### src/logic/dvth_pkg.sv
package dvth_pkg;
  // ==========================================================
  // Register map
  localparam logic [8:0] OFF_PKT_CTRL = 9'h1C4;
  localparam logic [8:0] OFF_BUS_HDR = 9'h1C8;
  localparam logic [8:0] OFF_CIP0 = 9'h1CC;
  localparam logic [8:0] OFF_CIP1 = 9'h1D0;
  localparam logic [8:0] OFF_ALT = 9'h1E0;
  // ==========================================================
  // Packetizer control bit positions
  localparam int CTL_SERIAL_CT = 0;
  localparam int CTL_DELAY_LO = 16;
  localparam int CTL_DELAY_HI = 17;
  localparam int CTL_ALT_EN = 18;
  localparam int CTL_QPC_WE = 23;
  localparam int CTL_FMT_WE = 25;
  localparam int CTL_DBC_WE = 26;
  localparam int CTL_SPH_WE = 27;
  localparam int CTL_FN_WE = 28;
  localparam int CTL_DBS_WE = 29;
  localparam int CTL_SID_WE = 30;
  localparam int CTL_LEN_WE = 31;
  localparam logic [31:0] CTL_RW_MASK = 32'hFE870001;
  localparam logic [31:0] CTL_RESET = 32'h00000001;
  // ==========================================================
  // Field reset and default values
  localparam logic [15:0] LEN_RESET = 16'h0008;
  localparam logic [1:0] TAG_RESET = 2'h1;
  localparam logic [7:0] DBS_DEFAULT = 8'h78;
  localparam logic [1:0] FN_DEFAULT = 2'h0;
  localparam logic [5:0] FMT_RESET = 6'h20;
  localparam logic [5:0] FMT_DEFAULT = 6'h00;
  localparam logic [1:0] CIP1_TOP_RESET = 2'h1;
  localparam logic [31:0] ALT_RESET = 32'h00000000;
  // ==========================================================
  // Carriers
  typedef struct packed {
    logic [31:0] bus_hdr;
    logic [31:0] cip0;
    logic [31:0] cip1;
  } dvth_hdr_t;

  typedef struct packed {
    logic [11:0] quadlets;
    logic [15:0] length;
    logic [7:0] increment;
  } dvth_alt_t;
endpackage

### src/logic/dvth_header_regs.sv
`timescale 1ns/1ps
// Functional notes
// - Control bit 28 lets host write CIP0 FN; cleared by reset.
// - Control bit 29 lets host write CIP0 DBS; cleared by reset.
// - Control bit 30 lets host write CIP0 SID; cleared by reset.
// - Control bit 31 lets host write header data length; cleared by reset.
// - Data length bits 0-15: host when enabled, else packetizer; reset 0008h.
// - Host loads tag bits 16-17; reset value 01.
// - Host loads channel, speed, sync; bus reset leaves them alone.
// - DBS bits 8-15 host-loaded when enabled, else 120.
// - SID bits 2-7 follow every physical register 0 transfer when not enabled.
// - FN bits 16-17 host-loaded when enabled, else 0.
// - Host loads QPC bits 18-20; default 0; bus reset leaves it.
// - SPH bit 21 auto set when timestamp included; zero for DV.
// - DBC bits 24-31 loaded and incremented by packetizer when not enabled.
// - FMT bits 2-7 host-loaded when enabled, else 00; stored reset 20h.
// - FDF: bit 8 frame system, 9-13 stream type, 14-15 zero, 16-31 SYT.
// - DV auto header takes frame system from CIP1 bit 8.
// - Alternate word clears on reset, drives packetizer in alternate mode.
// - Serial cycle-timer enable makes alternate word a shift register.
// - Delayed start holds bulky transmit until cycle timer equals alternate word.
// - Alternate word: quadlet count, header length, block increment.
// - Further enables QPC 23, FMT 25, DBC 26, SPH 27, cleared at reset.
module dvth_header_regs (
  // Clock and reset
  input wire logic core_clk_i,
  input wire logic rst_n_i,
  // Microprocessor register port
  input wire logic [8:0] reg_addr_i,
  input wire logic reg_wr_i,
  input wire logic reg_rd_i,
  input wire logic [31:0] reg_wdata_i,
  output logic [31:0] reg_rdata_o,
  output logic reg_ack_o,
  // Packetizer
  input wire logic len_load_i,
  input wire logic [15:0] len_value_i,
  input wire logic dbc_load_i,
  input wire logic [7:0] dbc_value_i,
  input wire logic dbc_inc_i,
  input wire logic [7:0] dbc_step_i,
  input wire logic timestamp_included_i,
  input wire logic dv_mode_i,
  input wire logic dv_auto_header_i,
  // Physical layer
  input wire logic phy_reg0_valid_i,
  input wire logic [5:0] phy_node_id_i,
  // Cycle timer
  input wire logic ct_shift_i,
  input wire logic ct_serial_i,
  input wire logic [31:0] cycle_timer_i,
  input wire logic iso_start_req_i,
  // Results
  output dvth_pkg::dvth_hdr_t hdr_o,
  output dvth_pkg::dvth_alt_t alt_ctrl_o,
  output logic alt_mode_o,
  output logic frame_system_o,
  output logic iso_start_o,
  output logic ct_serial_o
);
  // ==========================================================
  // Decode
  function automatic logic hit(input logic [8:0] addr, input logic [8:0] off);
    hit = (addr == off);
  endfunction

  logic [31:0] pkt_ctrl;
  logic [15:0] data_length;
  logic [1:0] tag;
  logic [5:0] channel;
  logic [1:0] speed;
  logic [3:0] sync_bits;
  logic [5:0] source_id;
  logic [7:0] block_size;
  logic [1:0] fraction_number;
  logic [2:0] padding_count;
  logic source_header;
  logic [7:0] block_count;
  logic [1:0] cip1_top;
  logic [5:0] format;
  logic [23:0] format_dependent;
  logic [31:0] alt_word;
  logic alt_match;
  logic [31:0] eff_bus_hdr;
  logic [31:0] eff_cip0;
  logic [31:0] eff_cip1;
  logic [7:0] next_block_count;
  logic [31:0] next_rdata;

  logic wr_ctrl;
  logic wr_bus;
  logic wr_cip0;
  logic wr_cip1;
  logic wr_alt;
  assign wr_ctrl = reg_wr_i && hit(reg_addr_i, dvth_pkg::OFF_PKT_CTRL);
  assign wr_bus = reg_wr_i && hit(reg_addr_i, dvth_pkg::OFF_BUS_HDR);
  assign wr_cip0 = reg_wr_i && hit(reg_addr_i, dvth_pkg::OFF_CIP0);
  assign wr_cip1 = reg_wr_i && hit(reg_addr_i, dvth_pkg::OFF_CIP1);
  assign wr_alt = reg_wr_i && hit(reg_addr_i, dvth_pkg::OFF_ALT);

  logic len_we;
  logic sid_we;
  logic dbs_we;
  logic fn_we;
  logic sph_we;
  logic dbc_we;
  logic fmt_we;
  logic qpc_we;
  logic serial_ct_en;
  logic [1:0] delay_ctl;
  assign len_we = pkt_ctrl[dvth_pkg::CTL_LEN_WE];
  assign sid_we = pkt_ctrl[dvth_pkg::CTL_SID_WE];
  assign dbs_we = pkt_ctrl[dvth_pkg::CTL_DBS_WE];
  assign fn_we = pkt_ctrl[dvth_pkg::CTL_FN_WE];
  assign sph_we = pkt_ctrl[dvth_pkg::CTL_SPH_WE];
  assign dbc_we = pkt_ctrl[dvth_pkg::CTL_DBC_WE];
  assign fmt_we = pkt_ctrl[dvth_pkg::CTL_FMT_WE];
  assign qpc_we = pkt_ctrl[dvth_pkg::CTL_QPC_WE];
  assign serial_ct_en = pkt_ctrl[dvth_pkg::CTL_SERIAL_CT];
  assign delay_ctl = pkt_ctrl[dvth_pkg::CTL_DELAY_HI:dvth_pkg::CTL_DELAY_LO];
  assign alt_mode_o = pkt_ctrl[dvth_pkg::CTL_ALT_EN];

  // ==========================================================
  // Packetizer control
  always_ff @(posedge core_clk_i) begin
    if (!rst_n_i) begin
      pkt_ctrl <= dvth_pkg::CTL_RESET;
    end else if (wr_ctrl) begin
      pkt_ctrl <= reg_wdata_i & dvth_pkg::CTL_RW_MASK;
    end
  end

  // ==========================================================
  // Bus header quadlet; no bus reset input, so only reset, host writes and packetizer loads change it
  always_ff @(posedge core_clk_i) begin
    if (!rst_n_i) begin
      data_length <= dvth_pkg::LEN_RESET;
    end else if (len_we) begin
      if (wr_bus) begin
        data_length <= reg_wdata_i[15:0];
      end
    end else if (len_load_i) begin
      data_length <= len_value_i;
    end
  end

  always_ff @(posedge core_clk_i) begin
    if (!rst_n_i) begin
      tag <= dvth_pkg::TAG_RESET;
      channel <= '0;
      speed <= '0;
      sync_bits <= '0;
    end else if (wr_bus) begin
      tag <= reg_wdata_i[17:16];
      channel <= reg_wdata_i[23:18];
      speed <= reg_wdata_i[27:26];
      sync_bits <= reg_wdata_i[31:28];
    end
  end

  // ==========================================================
  // CIP header zero
  always_ff @(posedge core_clk_i) begin
    if (!rst_n_i) begin
      source_id <= '0;
    end else if (sid_we) begin
      if (wr_cip0) begin
        source_id <= reg_wdata_i[7:2];
      end
    end else if (phy_reg0_valid_i) begin
      source_id <= phy_node_id_i;
    end
  end

  // Host values held aside so disabled DBS and FN fields keep their defaults and a disabled SPH is set automatically; a disabled QPC keeps its last write
  always_ff @(posedge core_clk_i) begin
    if (!rst_n_i) begin
      block_size <= dvth_pkg::DBS_DEFAULT;
      fraction_number <= dvth_pkg::FN_DEFAULT;
      padding_count <= '0;
      source_header <= 1'b0;
    end else if (wr_cip0) begin
      if (dbs_we) begin
        block_size <= reg_wdata_i[15:8];
      end
      if (fn_we) begin
        fraction_number <= reg_wdata_i[17:16];
      end
      if (qpc_we) begin
        padding_count <= reg_wdata_i[20:18];
      end
      if (sph_we) begin
        source_header <= reg_wdata_i[21];
      end
    end
  end

  // Alternate mode supplies the increment in place of the packetizer's step
  always_comb begin
    next_block_count = block_count;
    if (dbc_load_i) begin
      next_block_count = dbc_value_i;
    end else if (dbc_inc_i) begin
      next_block_count = block_count + (alt_mode_o ? alt_word[31:24] : dbc_step_i);
    end
  end

  always_ff @(posedge core_clk_i) begin
    if (!rst_n_i) begin
      block_count <= '0;
    end else if (dbc_we) begin
      if (wr_cip0) begin
        block_count <= reg_wdata_i[31:24];
      end
    end else begin
      block_count <= next_block_count;
    end
  end

  // ==========================================================
  // CIP header one
  always_ff @(posedge core_clk_i) begin
    if (!rst_n_i) begin
      cip1_top <= dvth_pkg::CIP1_TOP_RESET;
      format <= dvth_pkg::FMT_RESET;
      format_dependent <= '0;
    end else if (wr_cip1) begin
      cip1_top <= reg_wdata_i[1:0];
      if (fmt_we) begin
        format <= reg_wdata_i[7:2];
      end
      format_dependent <= {reg_wdata_i[31:16], 2'b00, reg_wdata_i[13:8]};
    end
  end

  // ==========================================================
  // Alternate control word
  dvth_alt_word u_alt (
    .core_clk_i(core_clk_i),
    .rst_n_i(rst_n_i),
    .host_wr_i(wr_alt),
    .wdata_i(reg_wdata_i),
    .shift_i(serial_ct_en && ct_shift_i),
    .serial_i(ct_serial_i),
    .cycle_timer_i(cycle_timer_i),
    .word_o(alt_word),
    .match_o(alt_match),
    .serial_o(ct_serial_o)
  );

  // Start gate is combinational so the match cycle is not lost
  assign iso_start_o = iso_start_req_i && ((delay_ctl == 2'b00) || alt_match);

  // ==========================================================
  // Effective header values
  always_comb begin
    eff_bus_hdr = {sync_bits, speed, 2'b00, channel, tag,
                   alt_mode_o ? alt_word[23:8] : data_length};
    eff_cip0 = {block_count, 2'b00,
                sph_we ? source_header : (timestamp_included_i && !dv_mode_i),
                padding_count,
                fn_we ? fraction_number : dvth_pkg::FN_DEFAULT,
                dbs_we ? block_size : dvth_pkg::DBS_DEFAULT,
                source_id, 2'b00};
    eff_cip1 = {format_dependent,
                fmt_we ? format : dvth_pkg::FMT_DEFAULT,
                cip1_top};
  end

  always_ff @(posedge core_clk_i) begin
    if (!rst_n_i) begin
      hdr_o <= '0;
      alt_ctrl_o <= '0;
      frame_system_o <= 1'b0;
    end else begin
      hdr_o <= '{bus_hdr: eff_bus_hdr, cip0: eff_cip0, cip1: eff_cip1};
      alt_ctrl_o <= '{quadlets: {4'h0, alt_word[7:0]}, length: alt_word[23:8],
                      increment: alt_word[31:24]};
      if (dv_mode_i && dv_auto_header_i) begin
        frame_system_o <= format_dependent[0];
      end
    end
  end

  // ==========================================================
  // Read path: CIP readback shows what the packetizer would send; bus header shows the stored length, not the alternate one
  always_comb begin
    next_rdata = '0;
    if (hit(reg_addr_i, dvth_pkg::OFF_PKT_CTRL)) begin
      next_rdata = pkt_ctrl;
    end else if (hit(reg_addr_i, dvth_pkg::OFF_BUS_HDR)) begin
      next_rdata = {sync_bits, speed, 2'b00, channel, tag, data_length};
    end else if (hit(reg_addr_i, dvth_pkg::OFF_CIP0)) begin
      next_rdata = eff_cip0;
    end else if (hit(reg_addr_i, dvth_pkg::OFF_CIP1)) begin
      next_rdata = eff_cip1;
    end else if (hit(reg_addr_i, dvth_pkg::OFF_ALT)) begin
      next_rdata = alt_word;
    end
  end

  always_ff @(posedge core_clk_i) begin
    if (!rst_n_i) begin
      reg_rdata_o <= '0;
      reg_ack_o <= 1'b0;
    end else begin
      reg_ack_o <= reg_wr_i || reg_rd_i;
      if (reg_rd_i) begin
        reg_rdata_o <= next_rdata;
      end
    end
  end
endmodule // dvth_header_regs

### src/logic/dvth_alt_word.sv
`timescale 1ns/1ps
module dvth_alt_word (
  // Clock and reset
  input wire logic core_clk_i,
  input wire logic rst_n_i,
  // Host side
  input wire logic host_wr_i,
  input wire logic [31:0] wdata_i,
  // Serial cycle timer
  input wire logic shift_i,
  input wire logic serial_i,
  input wire logic [31:0] cycle_timer_i,
  // Results
  output logic [31:0] word_o,
  output logic match_o,
  output logic serial_o
);
  // ==========================================================
  // Storage: host write beats a shift in the same cycle
  always_ff @(posedge core_clk_i) begin
    if (!rst_n_i) begin
      word_o <= dvth_pkg::ALT_RESET;
    end else if (host_wr_i) begin
      word_o <= wdata_i;
    end else if (shift_i) begin
      word_o <= {word_o[30:0], serial_i};
    end
  end

  assign serial_o = word_o[31];
  assign match_o = (cycle_timer_i == word_o);
endmodule // dvth_alt_word

### config.mk
export PLATFORM = sky130hd
export DESIGN_NAME = dvth_header_regs
export DESIGN_NICKNAME = d
export VERILOG_FILES = /design/src/logic/dvth_pkg.sv /design/src/logic/dvth_header_regs.sv /design/src/logic/dvth_alt_word.sv
export SDC_FILE = /design/constraint.sdc
export NUM_CORES = 1
export LEC_CHECK = 0
export ABC_CLOCK_PERIOD_IN_PS = 4600
export BUFFER_PORTS_ARGS = -buffer_cell sky130_fd_sc_hd__buf_2
export CORE_AREA = 2 2 168 170
export DETAILED_ROUTE_END_ITERATION = 8
export DIE_AREA = 0 0 170 172
export PLACE_DENSITY = 0.68
export SLEW_MARGIN = 20
export SYNTH_ARGS = -nofsm -noshare
export SYNTH_HDL_FRONTEND = slang
export SYNTH_SLANG_ARGS = --single-unit
### constraint.sdc
create_clock -name core_clk_i -period 4.6 [get_ports core_clk_i]
set_input_delay 0.92 -clock core_clk_i [delete_from_list [all_inputs] [get_ports core_clk_i]]
set_output_delay 0.92 -clock core_clk_i [all_outputs]
set_load 0.02 [all_outputs]
# Yosys cells after proc, flatten, opt, wreduce, memory -nomap -nowiden
# Index checks and enable logic that the tools add are counted.
# classes
reduce_logical	25
mul	0
div	0
n_shift	0
n_eq_ne	9
bitwise	0
magnitude_cmp	0
mux	23
n_addsub	1
# ops
cell	n
$mux 32	7
$mux 16	4
$mux 8	6
$eq 9x9->1 const B	5
$eq 32x32->1	1
$mux 6	4
$reduce_and 2->1	8
$logic_and 1x1->1	9
$add 8x8->8	1
$ne 2x1->1 const B	3
$reduce_bool 2->1	3
$reduce_bool 3->1	1
$logic_not 2->1	1
$logic_or 1x1->1	2
$mux 2	1
$logic_not 1->1	1
$mux 1	1
# totals
n_memories	0
out_inout_bits	169
in_bits	125
latch_bits	0
word_cells	86
ram_bits	0
rom_bits	0
regBits	296

# Logic depth before layout (Yosys ltp)
# Gate-level depths: netlist of run 1.
# logic_depth
ltp_word	6
ltp_mapped	12
mapped_depth_nobuf	10

# Modules after synthesis
# A second synthesis of run 1 with hierarchy kept.
# unflattened
cells_unflattened	1287
area_unflattened_um2	12165.4
# modules_own_cells
module	cells_per_inst	instances	seq_area_each_um2	area_per_inst_um2
dvth_header_regs	1069	1	5084.9	10253.6
dvth_alt_word	218	1	640.6	1911.8

# Least setup slack after synthesis of run 1
# OpenSTA, ideal clock, no wires.
# synth_timing
path_kind	register -> register
from	reg pkt_ctrl[18]
to	reg block_count[4]
setup_slack_ns	1.661
n_path_buf	2
required_time_ns	4.530
setup_ns	0.070
arrival_ns	2.869
path_stages_with_launch	13
path_cell_list	dfxtp_1 > clkbuf_1 > buf_1 > mux2_2 > ha_1 > inv_1 > fa_1 > nor2b_1 > o31a_1 > a211oi_1 > a211oi_1 > a211o_1 > a21boi_1
# synth_via
elab_chain_len	5
# synth_rtl
item	line_no	source
start, declared	dvth_header_regs.sv:67	logic [31:0] pkt_ctrl;
start signal, assigned	dvth_header_regs.sv:127	pkt_ctrl <= dvth_pkg::CTL_RESET;
start signal, assigned	dvth_header_regs.sv:129	pkt_ctrl <= reg_wdata_i & dvth_pkg::CTL_RW_MASK;
$mux 8	dvth_header_regs.sv:204	next_block_count = block_count + (alt_mode_o ? alt_word[31:24] : dbc_step_i);
$add 8x8->8	dvth_header_regs.sv:204	
$mux 8	dvth_header_regs.sv:203	end else if (dbc_inc_i) begin
$mux 8	dvth_header_regs.sv:201	if (dbc_load_i) begin
$mux 8	dvth_header_regs.sv:211	end else if (dbc_we) begin
end signal, assigned	dvth_header_regs.sv:213	block_count <= reg_wdata_i[31:24];
end signal, assigned	dvth_header_regs.sv:216	block_count <= next_block_count;
end, declared	dvth_header_regs.sv:78	logic [7:0] block_count;
# No other way between the ends. The select of a mux whose other input is x is not followed.
# A chain may end at the register's enable or synchronous reset.

# Worst setup path in the final report of run 1
# layout_timing
from	reg u_alt.word_o[17]
to	out iso_start_o
# layout_via
elab_chain_len	3
# layout_rtl
item	line_no	source
start, declared	dvth_alt_word.sv:14	output logic [31:0] word_o,
start signal, assigned	dvth_alt_word.sv:22	word_o <= dvth_pkg::ALT_RESET;
start signal, assigned	dvth_alt_word.sv:24	word_o <= wdata_i;
start signal, assigned	dvth_alt_word.sv:26	word_o <= {word_o[30:0], serial_i};
$eq 32x32->1	dvth_alt_word.sv:31	assign match_o = (cycle_timer_i == word_o);
$logic_or 1x1->1	dvth_header_regs.sv:252	assign iso_start_o = iso_start_req_i && ((delay_ctl == 2'b00) || alt_match);
$logic_and 1x1->1	dvth_header_regs.sv:252	
end, declared	dvth_header_regs.sv:58	output logic iso_start_o,
# No other way between the ends.

==> results of run 1 <==
==> cell type report <==
class                           instances  area, µm²
Sequential cell                       286       5725
Clock inverter                         11      153.9
Tap cell                              346      432.9
Clock buffer                           45      938.4
Multi-Input combinational cell        953       5931
Fill cell                            2560      12660
Inverter                               17      63.81
Timing Repair Buffer                  302       1570
==> per-stage QoR <==
step / std cells / area [µm²] / hold slack (ns)
after floorplan: 1372 / 12250 / 0.4360
after global placement: 1904 / 13720 / 0.4235
after detailed placement: 1904 / 13720 / 0.4317
after CTS: 1960 / 14810 / 0.4401
after global routing: 1960 / 14820 / 0.4555
final: 1960 / 14820 / 0.4450
==> cell usage in the layout (no fill, tap or decap), types with 7 or more instances in the layout <==
cell type and instances:
buf_4 21, a21boi_0 55, conb_1 12, nand2_1 229
ha_1 7, a22oi_1 26, clkbuf_16 31, clkbuf_8 11
a211oi_1 10, inv_1 17, o22ai_1 10, o21ai_0 65
nand3_1 95, and2_1 92, buf_2 280, mux2_2 13
a31oi_1 9, nor2_1 24, o21a_1 7, nor2b_1 32
xor2_1 32, and3_1 17, dfxtp_1 286, nor4_1 8
a21boi_1 13, a21oi_1 30, o211a_1 47, mux2i_1 49
==> cells in the mapped netlist (26+ instances only) <==
master / n
a22oi_1: 26
nor2b_1: 33
nand3_1: 95
and2_1: 92
a21oi_1: 30
nand2_1: 230
mux2i_1: 49
xor2_1: 32
o211a_1: 47
dfxtp_1: 286
o21ai_0: 65
a21boi_0: 55
clkbuf_1: 75
==> logic make-up after synthesis <==
logic type                 count (synthesis)  share of synthesized area (%)
AOI/OAI and AO/OA                        306                          18.01
xor gates and xnor gates                  35                          2.512
adders and majority gates                  8                         0.8817
buffers and inverters                    133                          4.921
DFF                                      286                          46.91
muxes                                     62                          5.218
other                                      1                        0.03073
and+or+nand+nor                          530                          21.51
==> worst paths after layout <==
kind / from / slack (ns) / cells after the start / to
worst max register to register: pkt_ctrl[18] / 1.81 / 10 / block_count[4]
worst max-delay path: u_alt.word_o[17] / 1.10 / 6 / iso_start_o
worst min register to register: reg_rdata_o[10] / 0.45 / 2 / reg_rdata_o[10]
worst min-delay path: reg_rdata_o[10] / 0.45 / 2 / reg_rdata_o[10]
==> sequential cells by signal (all words and copies together), names as in the netlist <==
register and cells:
hdr_o 88, alt_ctrl_o 32, reg_rdata_o 32, u_alt.word_o 32, format_dependent 22, data_length 16
pkt_ctrl 12, block_count 8, block_size 8, channel 6, format 6, source_id 6
sync_bits 4, padding_count 3, cip1_top 2, fraction_number 2, speed 2, tag 2
frame_system_o 1, reg_ack_o 1, source_header 1
==> worst max-delay path, cell delays in order (launching register included) <==
cell     delay, ns
dfxtp_1       0.59
xor2_1        0.12
nor4_1        0.43
nand4_1       0.26
o22ai_1       0.18
and2_1        0.22
buf_2         0.19
==> metal layers <==
| metal | part of all wire, % | routed length (µm) |
|---|---|---|
| met1 | 42 | 17540 |
| met2 | 46 | 19240 |
| met3 | 8.6 | 3627 |
| met4 | 4.0 | 1694 |
| met5 | 0.050 | 21 |
==> where the power goes <==
part	switching, µW	leakage, µW	internal (µW)
Combinational	276	0.00391	156
Sequential	33.6	0.00232	2520
Clock	1030	0.000543	1580
Total	1340	0.00677	4260
==> results.py, run 1 <==
metrics = {
    "global_routing": {
        "antenna_found_initial": 2,
        "grt_pass1_wl_um": 61820,
        "grt_pass1_vias": 10330,
        "met1_usage_pct": 35.99,
        "busiest_layer": "met2",
        "grt.overflow.total": 0,
        "grt_use_total_pct": 27.73,
        "grt_util_met3_pct": 6.111,
        "grt_use_met2_pct": 45.20,
        "grt_max_degree": 108,
    },
    "clocking": {
        "cts_made_buffers": 31,
        "clkTransAtPathRegs_ns": 0.06,
        "cts_sinks": 286,
        "clk_latency_ns": 0.57,
        "cts_tree": "built",
        "h-tree-depth": 1,
        "cts_root_buf": "clkbuf_16",
        "ctsHoldBuffers": 0,
        "ctsResizeCount": 0,
        "cts_setup_buffers": 0,
        "clock_path_buffers": 3,
    },
    "place": {
        "place_ws_ns": 1.222,
        "portBuffers": 281,
        "dp_hpwl_um": 30100,
        "gp_congestion": 0.9120,
    },
    "hold_path": {
        "hold_class": "flop to flop",
    },
    "yosys": {
        "syn_avg_cell_area_um2": 8.967,
        "synth_top_area_share_pct": 46.91,
        "ys_warn_count": 0,
        "synthArstFlopShare_pct": 0,
        "yosysTopAreaCell": "dfxtp_1",
        "ys_ff_latch": 286,
        "synth_cell_types": 63,
        "synthesis.area_mm2": 0.01220,
        "seq_area_frac_synth_pct": 46.91,
        "synthTopCellsByArea": "dfxtp_1 47%, nand2_1 7.1%, and2_1 4.7%",
        "synth_cells": 1361,
        "synth-edff-count": 0,
        "synthFlopType": "dfxtp_1",
    },
    "timing": {
        "finalHoldViolCount": 0,
        "rsz0062_at_grt": "false",
        "tightestPinTransition_ns": 1.149,
        "period_needed_ns": 3.498,
        "setup_viol": 0,
        "slew_headroom_pct": 23.25,
        "finalMaxSlewViolations": 0,
        "fin_ws_ns": 1.102,
        "post-route-period-util_pct": 76.04,
        "fin_tns_setup_ns": 0,
        "max_freq_mhz": 285.9,
        "skew_ns": 0.01663,
    },
    "run": {
        "drv_cap": 0,
    },
    "finish": {
        "post-route-util_pct": 53.92,
        "layout-drive-gt1-share_pct": 23.48,
        "area_growth_syn_to_layout_pct": 21.40,
        "antenna_cells": 0,
        "fin_nets": 1724,
    },
    "routing": {
        "antenna_left": 0,
        "drc": 0,
        "via_per_inst": 5.652,
        "drtIter0Drc": 988,
        "routed_wl_um": 42120,
        "vias": 11080,
        "drt-pass1-iter-count": 5,
        "wl_per_cell_um": 21.49,
    },
    "critical_path": {
        "crit_arrival_ns": 2.58,
        "startpoint_type": "flop",
        "crit_type": "flop to output pin",
        "endpoint_kind": "output pin",
        "critPathRequiredTime_ns": 3.68,
        "worst-path-max-fanout": 6,
    },
    "floorplan": {
        "core_area_mm2": 0.02748,
        "dieHeight_um": 172,
        "io_pins": 294,
        "initial_core_util_pct": 44.42,
        "row_count": 61,
        "die-area_mm2": 0.02924,
        "die_w_um": 170,
    },
    "power_and_ir_drop": {
        "power.density_mw_per_mm2": 378.3,
        "p_leak_uw": 0.006770,
        "vdd_ir_drop_max_mv": 0.2047,
        "p_total_uw": 5605,
    },
    "run_status": {
        "status": "complete, no violations",
    },
}
(Power assumes the default switching activity.)
==> run 2: changes to the inputs <==
--- a/config.mk
+++ b/config.mk
@@ -5,11 +5,12 @@
 export SDC_FILE = /design/constraint.sdc
 export NUM_CORES = 1
 export LEC_CHECK = 0
-export ABC_CLOCK_PERIOD_IN_PS = 4600
+export ABC_AREA = 1
+export ABC_CLOCK_PERIOD_IN_PS = 3400
 export BUFFER_PORTS_ARGS = -buffer_cell sky130_fd_sc_hd__buf_2
-export CORE_AREA = 2 2 168 170
+export CORE_AREA = 2 2 169 171
 export DETAILED_ROUTE_END_ITERATION = 8
-export DIE_AREA = 0 0 170 172
+export DIE_AREA = 0 0 171 173
 export PLACE_DENSITY = 0.68
 export SLEW_MARGIN = 20
 export SYNTH_ARGS = -nofsm -noshare
==> constraint.sdc (replaced) <==
create_clock -name core_clk_i -period 3.4 [get_ports core_clk_i]
set_input_delay 0.68 -clock core_clk_i [delete_from_list [all_inputs] [get_ports core_clk_i]]
set_output_delay 0.68 -clock core_clk_i [all_outputs]
set_load 0.02 [all_outputs]
==> run 2 against run 1 <==
Cell count rose by 21%. Flip-flop and latch count did not move. Total power rose by 31%. Critical endpoint unchanged.
==> results.py, run 2 <==
metrics = {
    "clocking": {
        "clock_path_buffers": 3,
        "clk_latency_ns": 0.56,
        "cts_setup_buffers": 0,
        "clkTransAtPathRegs_ns": 0.06,
        "cts_root_buf": "clkbuf_16",
        "ctsResizeCount": 0,
        "cts_made_buffers": 29,
        "h-tree-depth": 1,
        "ctsHoldBuffers": 0,
        "cts_tree": "built",
        "cts_sinks": 286,
    },
    "timing": {
        "skew_ns": 0.01321,
        "tightestPinTransition_ns": 0.9014,
        "fin_tns_setup_ns": 0,
        "setup_viol": 0,
        "finalHoldViolCount": 0,
        "max_freq_mhz": 359.1,
        "period_needed_ns": 2.784,
        "slew_headroom_pct": 39.50,
        "rsz0062_at_grt": "false",
        "finalMaxSlewViolations": 0,
        "post-route-period-util_pct": 81.89,
    },
    "place": {
        "portBuffers": 281,
        "gp_congestion": 0.8995,
        "placed_cells": 2320,
        "dp_hpwl_um": 32040,
    },
    "yosys": {
        "synth_top_area_share_pct": 46.23,
        "synthArstFlopShare_pct": 0,
        "synthesis.area_mm2": 0.01238,
        "synthFlopType": "dfxtp_1",
        "synth_cell_types": 42,
        "syn_avg_cell_area_um2": 7.167,
        "yosys-top-cells-count": "424 x nand2_1, 286 x dfxtp_1, 218 x inv_1, 187 x nor2_1, 158 x o21ai_0",
        "yosysTopAreaCell": "dfxtp_1",
        "yosys.cell_count.top_type": "nand2_1",
        "synth_cells": 1728,
        "ys_ff_latch": 286,
        "ys_warn_count": 0,
        "synthTopCellsByArea": "dfxtp_1 46%, nand2_1 13%, inv_1 6.6%",
        "synth-edff-count": 0,
        "seq_area_frac_synth_pct": 46.23,
    },
    "critical_path": {
        "crit_arrival_ns": 2.10,
        "timing.rr.start": "pkt_ctrl[18]",
        "worst-path-max-fanout": 5,
        "critPathRequiredTime_ns": 2.72,
        "reg2reg_depth": 12,
        "regToRegEndpoint": "block_count[5]",
        "crit_type": "flop to output pin",
        "worst-r2r-setup-slack_ns": 0.97,
        "startpoint_type": "flop",
        "endpoint_kind": "output pin",
    },
    "power_and_ir_drop": {
        "sequentialPowerShare_pct": 47.2,
        "p_leak_uw": 0.007625,
        "vdd_ir_drop_max_mv": 0.3651,
        "cellInternalPower_uw": 5540,
        "comb_power_share_pct": 7.9,
        "power.density_mw_per_mm2": 489.9,
        "p_sw_uw": 1794,
        "p_clk_share_pct": 44.9,
        "swShare_pct": 24.46,
    },
    "floorplan": {
        "dieHeight_um": 173,
        "die-area_mm2": 0.02958,
        "die_w_um": 171,
        "row_count": 61,
        "initial_core_util_pct": 44.82,
        "io_pins": 294,
        "core_area_mm2": 0.02763,
    },
    "global_routing": {
        "antenna_found_initial": 2,
        "grt.overflow.total": 0,
        "grt_pass1_vias": 11040,
        "grt_max_degree": 192,
        "grt_pass1_wl_um": 64310,
        "grt_use_total_pct": 28.20,
    },
    "finish": {
        "fin_nets": 2106,
        "mostFrequentLayoutCells": "424 x nand2_1, 286 x dfxtp_1, 280 x buf_2, 218 x inv_1, 187 x nor2_1",
        "regMostFlops": "hdr_o",
        "area_growth_syn_to_layout_pct": 20.87,
        "final_cells": 2374,
        "largest_reg_flops": 88,
        "mostFrequentLayoutCell": "nand2_1",
        "layout-drive-gt1-share_pct": 19.76,
    },
    "hold_path": {
        "min_to": "frame_system_o",
        "hold_path_depth": 2,
        "min_from": "dv_auto_header_i",
        "hold_class": "input port to flop",
    },
    "routing": {
        "wl_per_cell_um": 18.38,
        "via_per_inst": 5.120,
        "vias": 12150,
        "drt-pass1-iter-count": 5,
        "drc": 0,
        "routed_wl_um": 43630,
        "antenna_left": 0,
        "drtIter0Drc": 1078,
    },
    "run_status": {
        "status": "complete, no violations",
    },
    "run": {
        "drv_cap": 0,
    },
}
==> run 2: logic make-up after synthesis <==
group	after synthesis	share of synthesized area (%)
other	1	0.03028
AO/OA/AOI/OAI	328	14.50
AND/OR/NAND/NOR	756	25.92
flip-flops	286	46.23
adder cells (fa/ha/maj)	8	0.8688
XOR/XNOR	21	1.485
buffers and inverters	328	10.96
==> run 2: critical path, stage by stage (launching register included) <==
cell and delay [ns]:
dfxtp_1 0.58, inv_1 0.12, nand2_1 0.08, nand3_1 0.07, nor2_1 0.11, nand2_1 0.07, nor2_1 0.10, nand2_1 0.06
a21boi_0 0.16, buf_2 0.19
==> run 2: worst max path at each step <==
stage / from / to / depth (start not counted)
floorplan: pkt_ctrl[18] / block_count[4] / 14
global placement: cycle_timer_i[5] / iso_start_o / 9
detailed placement: cycle_timer_i[5] / iso_start_o / 9
CTS: u_alt.word_o[10] / iso_start_o / 8
global route: u_alt.word_o[10] / iso_start_o / 8
finish: u_alt.word_o[11] / iso_start_o / 9
==> run 2: power by group through the flow <==
stage / combinational, µW / sequential (µW) / clock (µW)
floorplan: 318 / 3550 / 0
global placement: 567 / 3530 / 0
detailed placement: 570 / 3530 / 0
CTS: 574 / 3460 / 3320
global route: 630 / 3460 / 3440
finish: 580 / 3460 / 3290
==> run 2: area by class of cell <==
class	count	area [µm²]
Fill cell	2717	12660
Sequential cell	286	5725
Multi-Input combinational cell	1125	5343
Timing Repair Buffer	301	1584
Inverter	230	864.6
Clock buffer	41	840.8
Tap cell	378	473.0
Clock inverter	11	133.9
Antenna cell	2	5.005
==> run 2: per-layer routing <==
metal	vias up	global-route usage [%]	wire length (µm)
met1	5538	40.51	19550
met5	-	2.007	80
li1	5936	-	-
met3	81	5.539	4021
met2	597	42.49	18850
met4	2	8.404	1136
==> run 2: through the flow <==
step | setup slack, ns | utilization, % | area [µm²] | power (µW) | hold slack (ns)
3_3_place_gp | 0.8689 | 50.63 | 13990 | 4100 | 0.4223
5_1_grt | 0.5156 | 54.17 | 14970 | 7537 | 0.3373
4_1_cts | 0.5649 | 54.16 | 14960 | 7357 | 0.3175
6_report | 0.6156 | 54.18 | 14970 | 7334 | 0.3327
2_1_floorplan | 1.064 | - | 12430 | 3864 | 0.4071
3_5_place_dp | 0.8418 | 50.63 | 13990 | 4103 | 0.4243
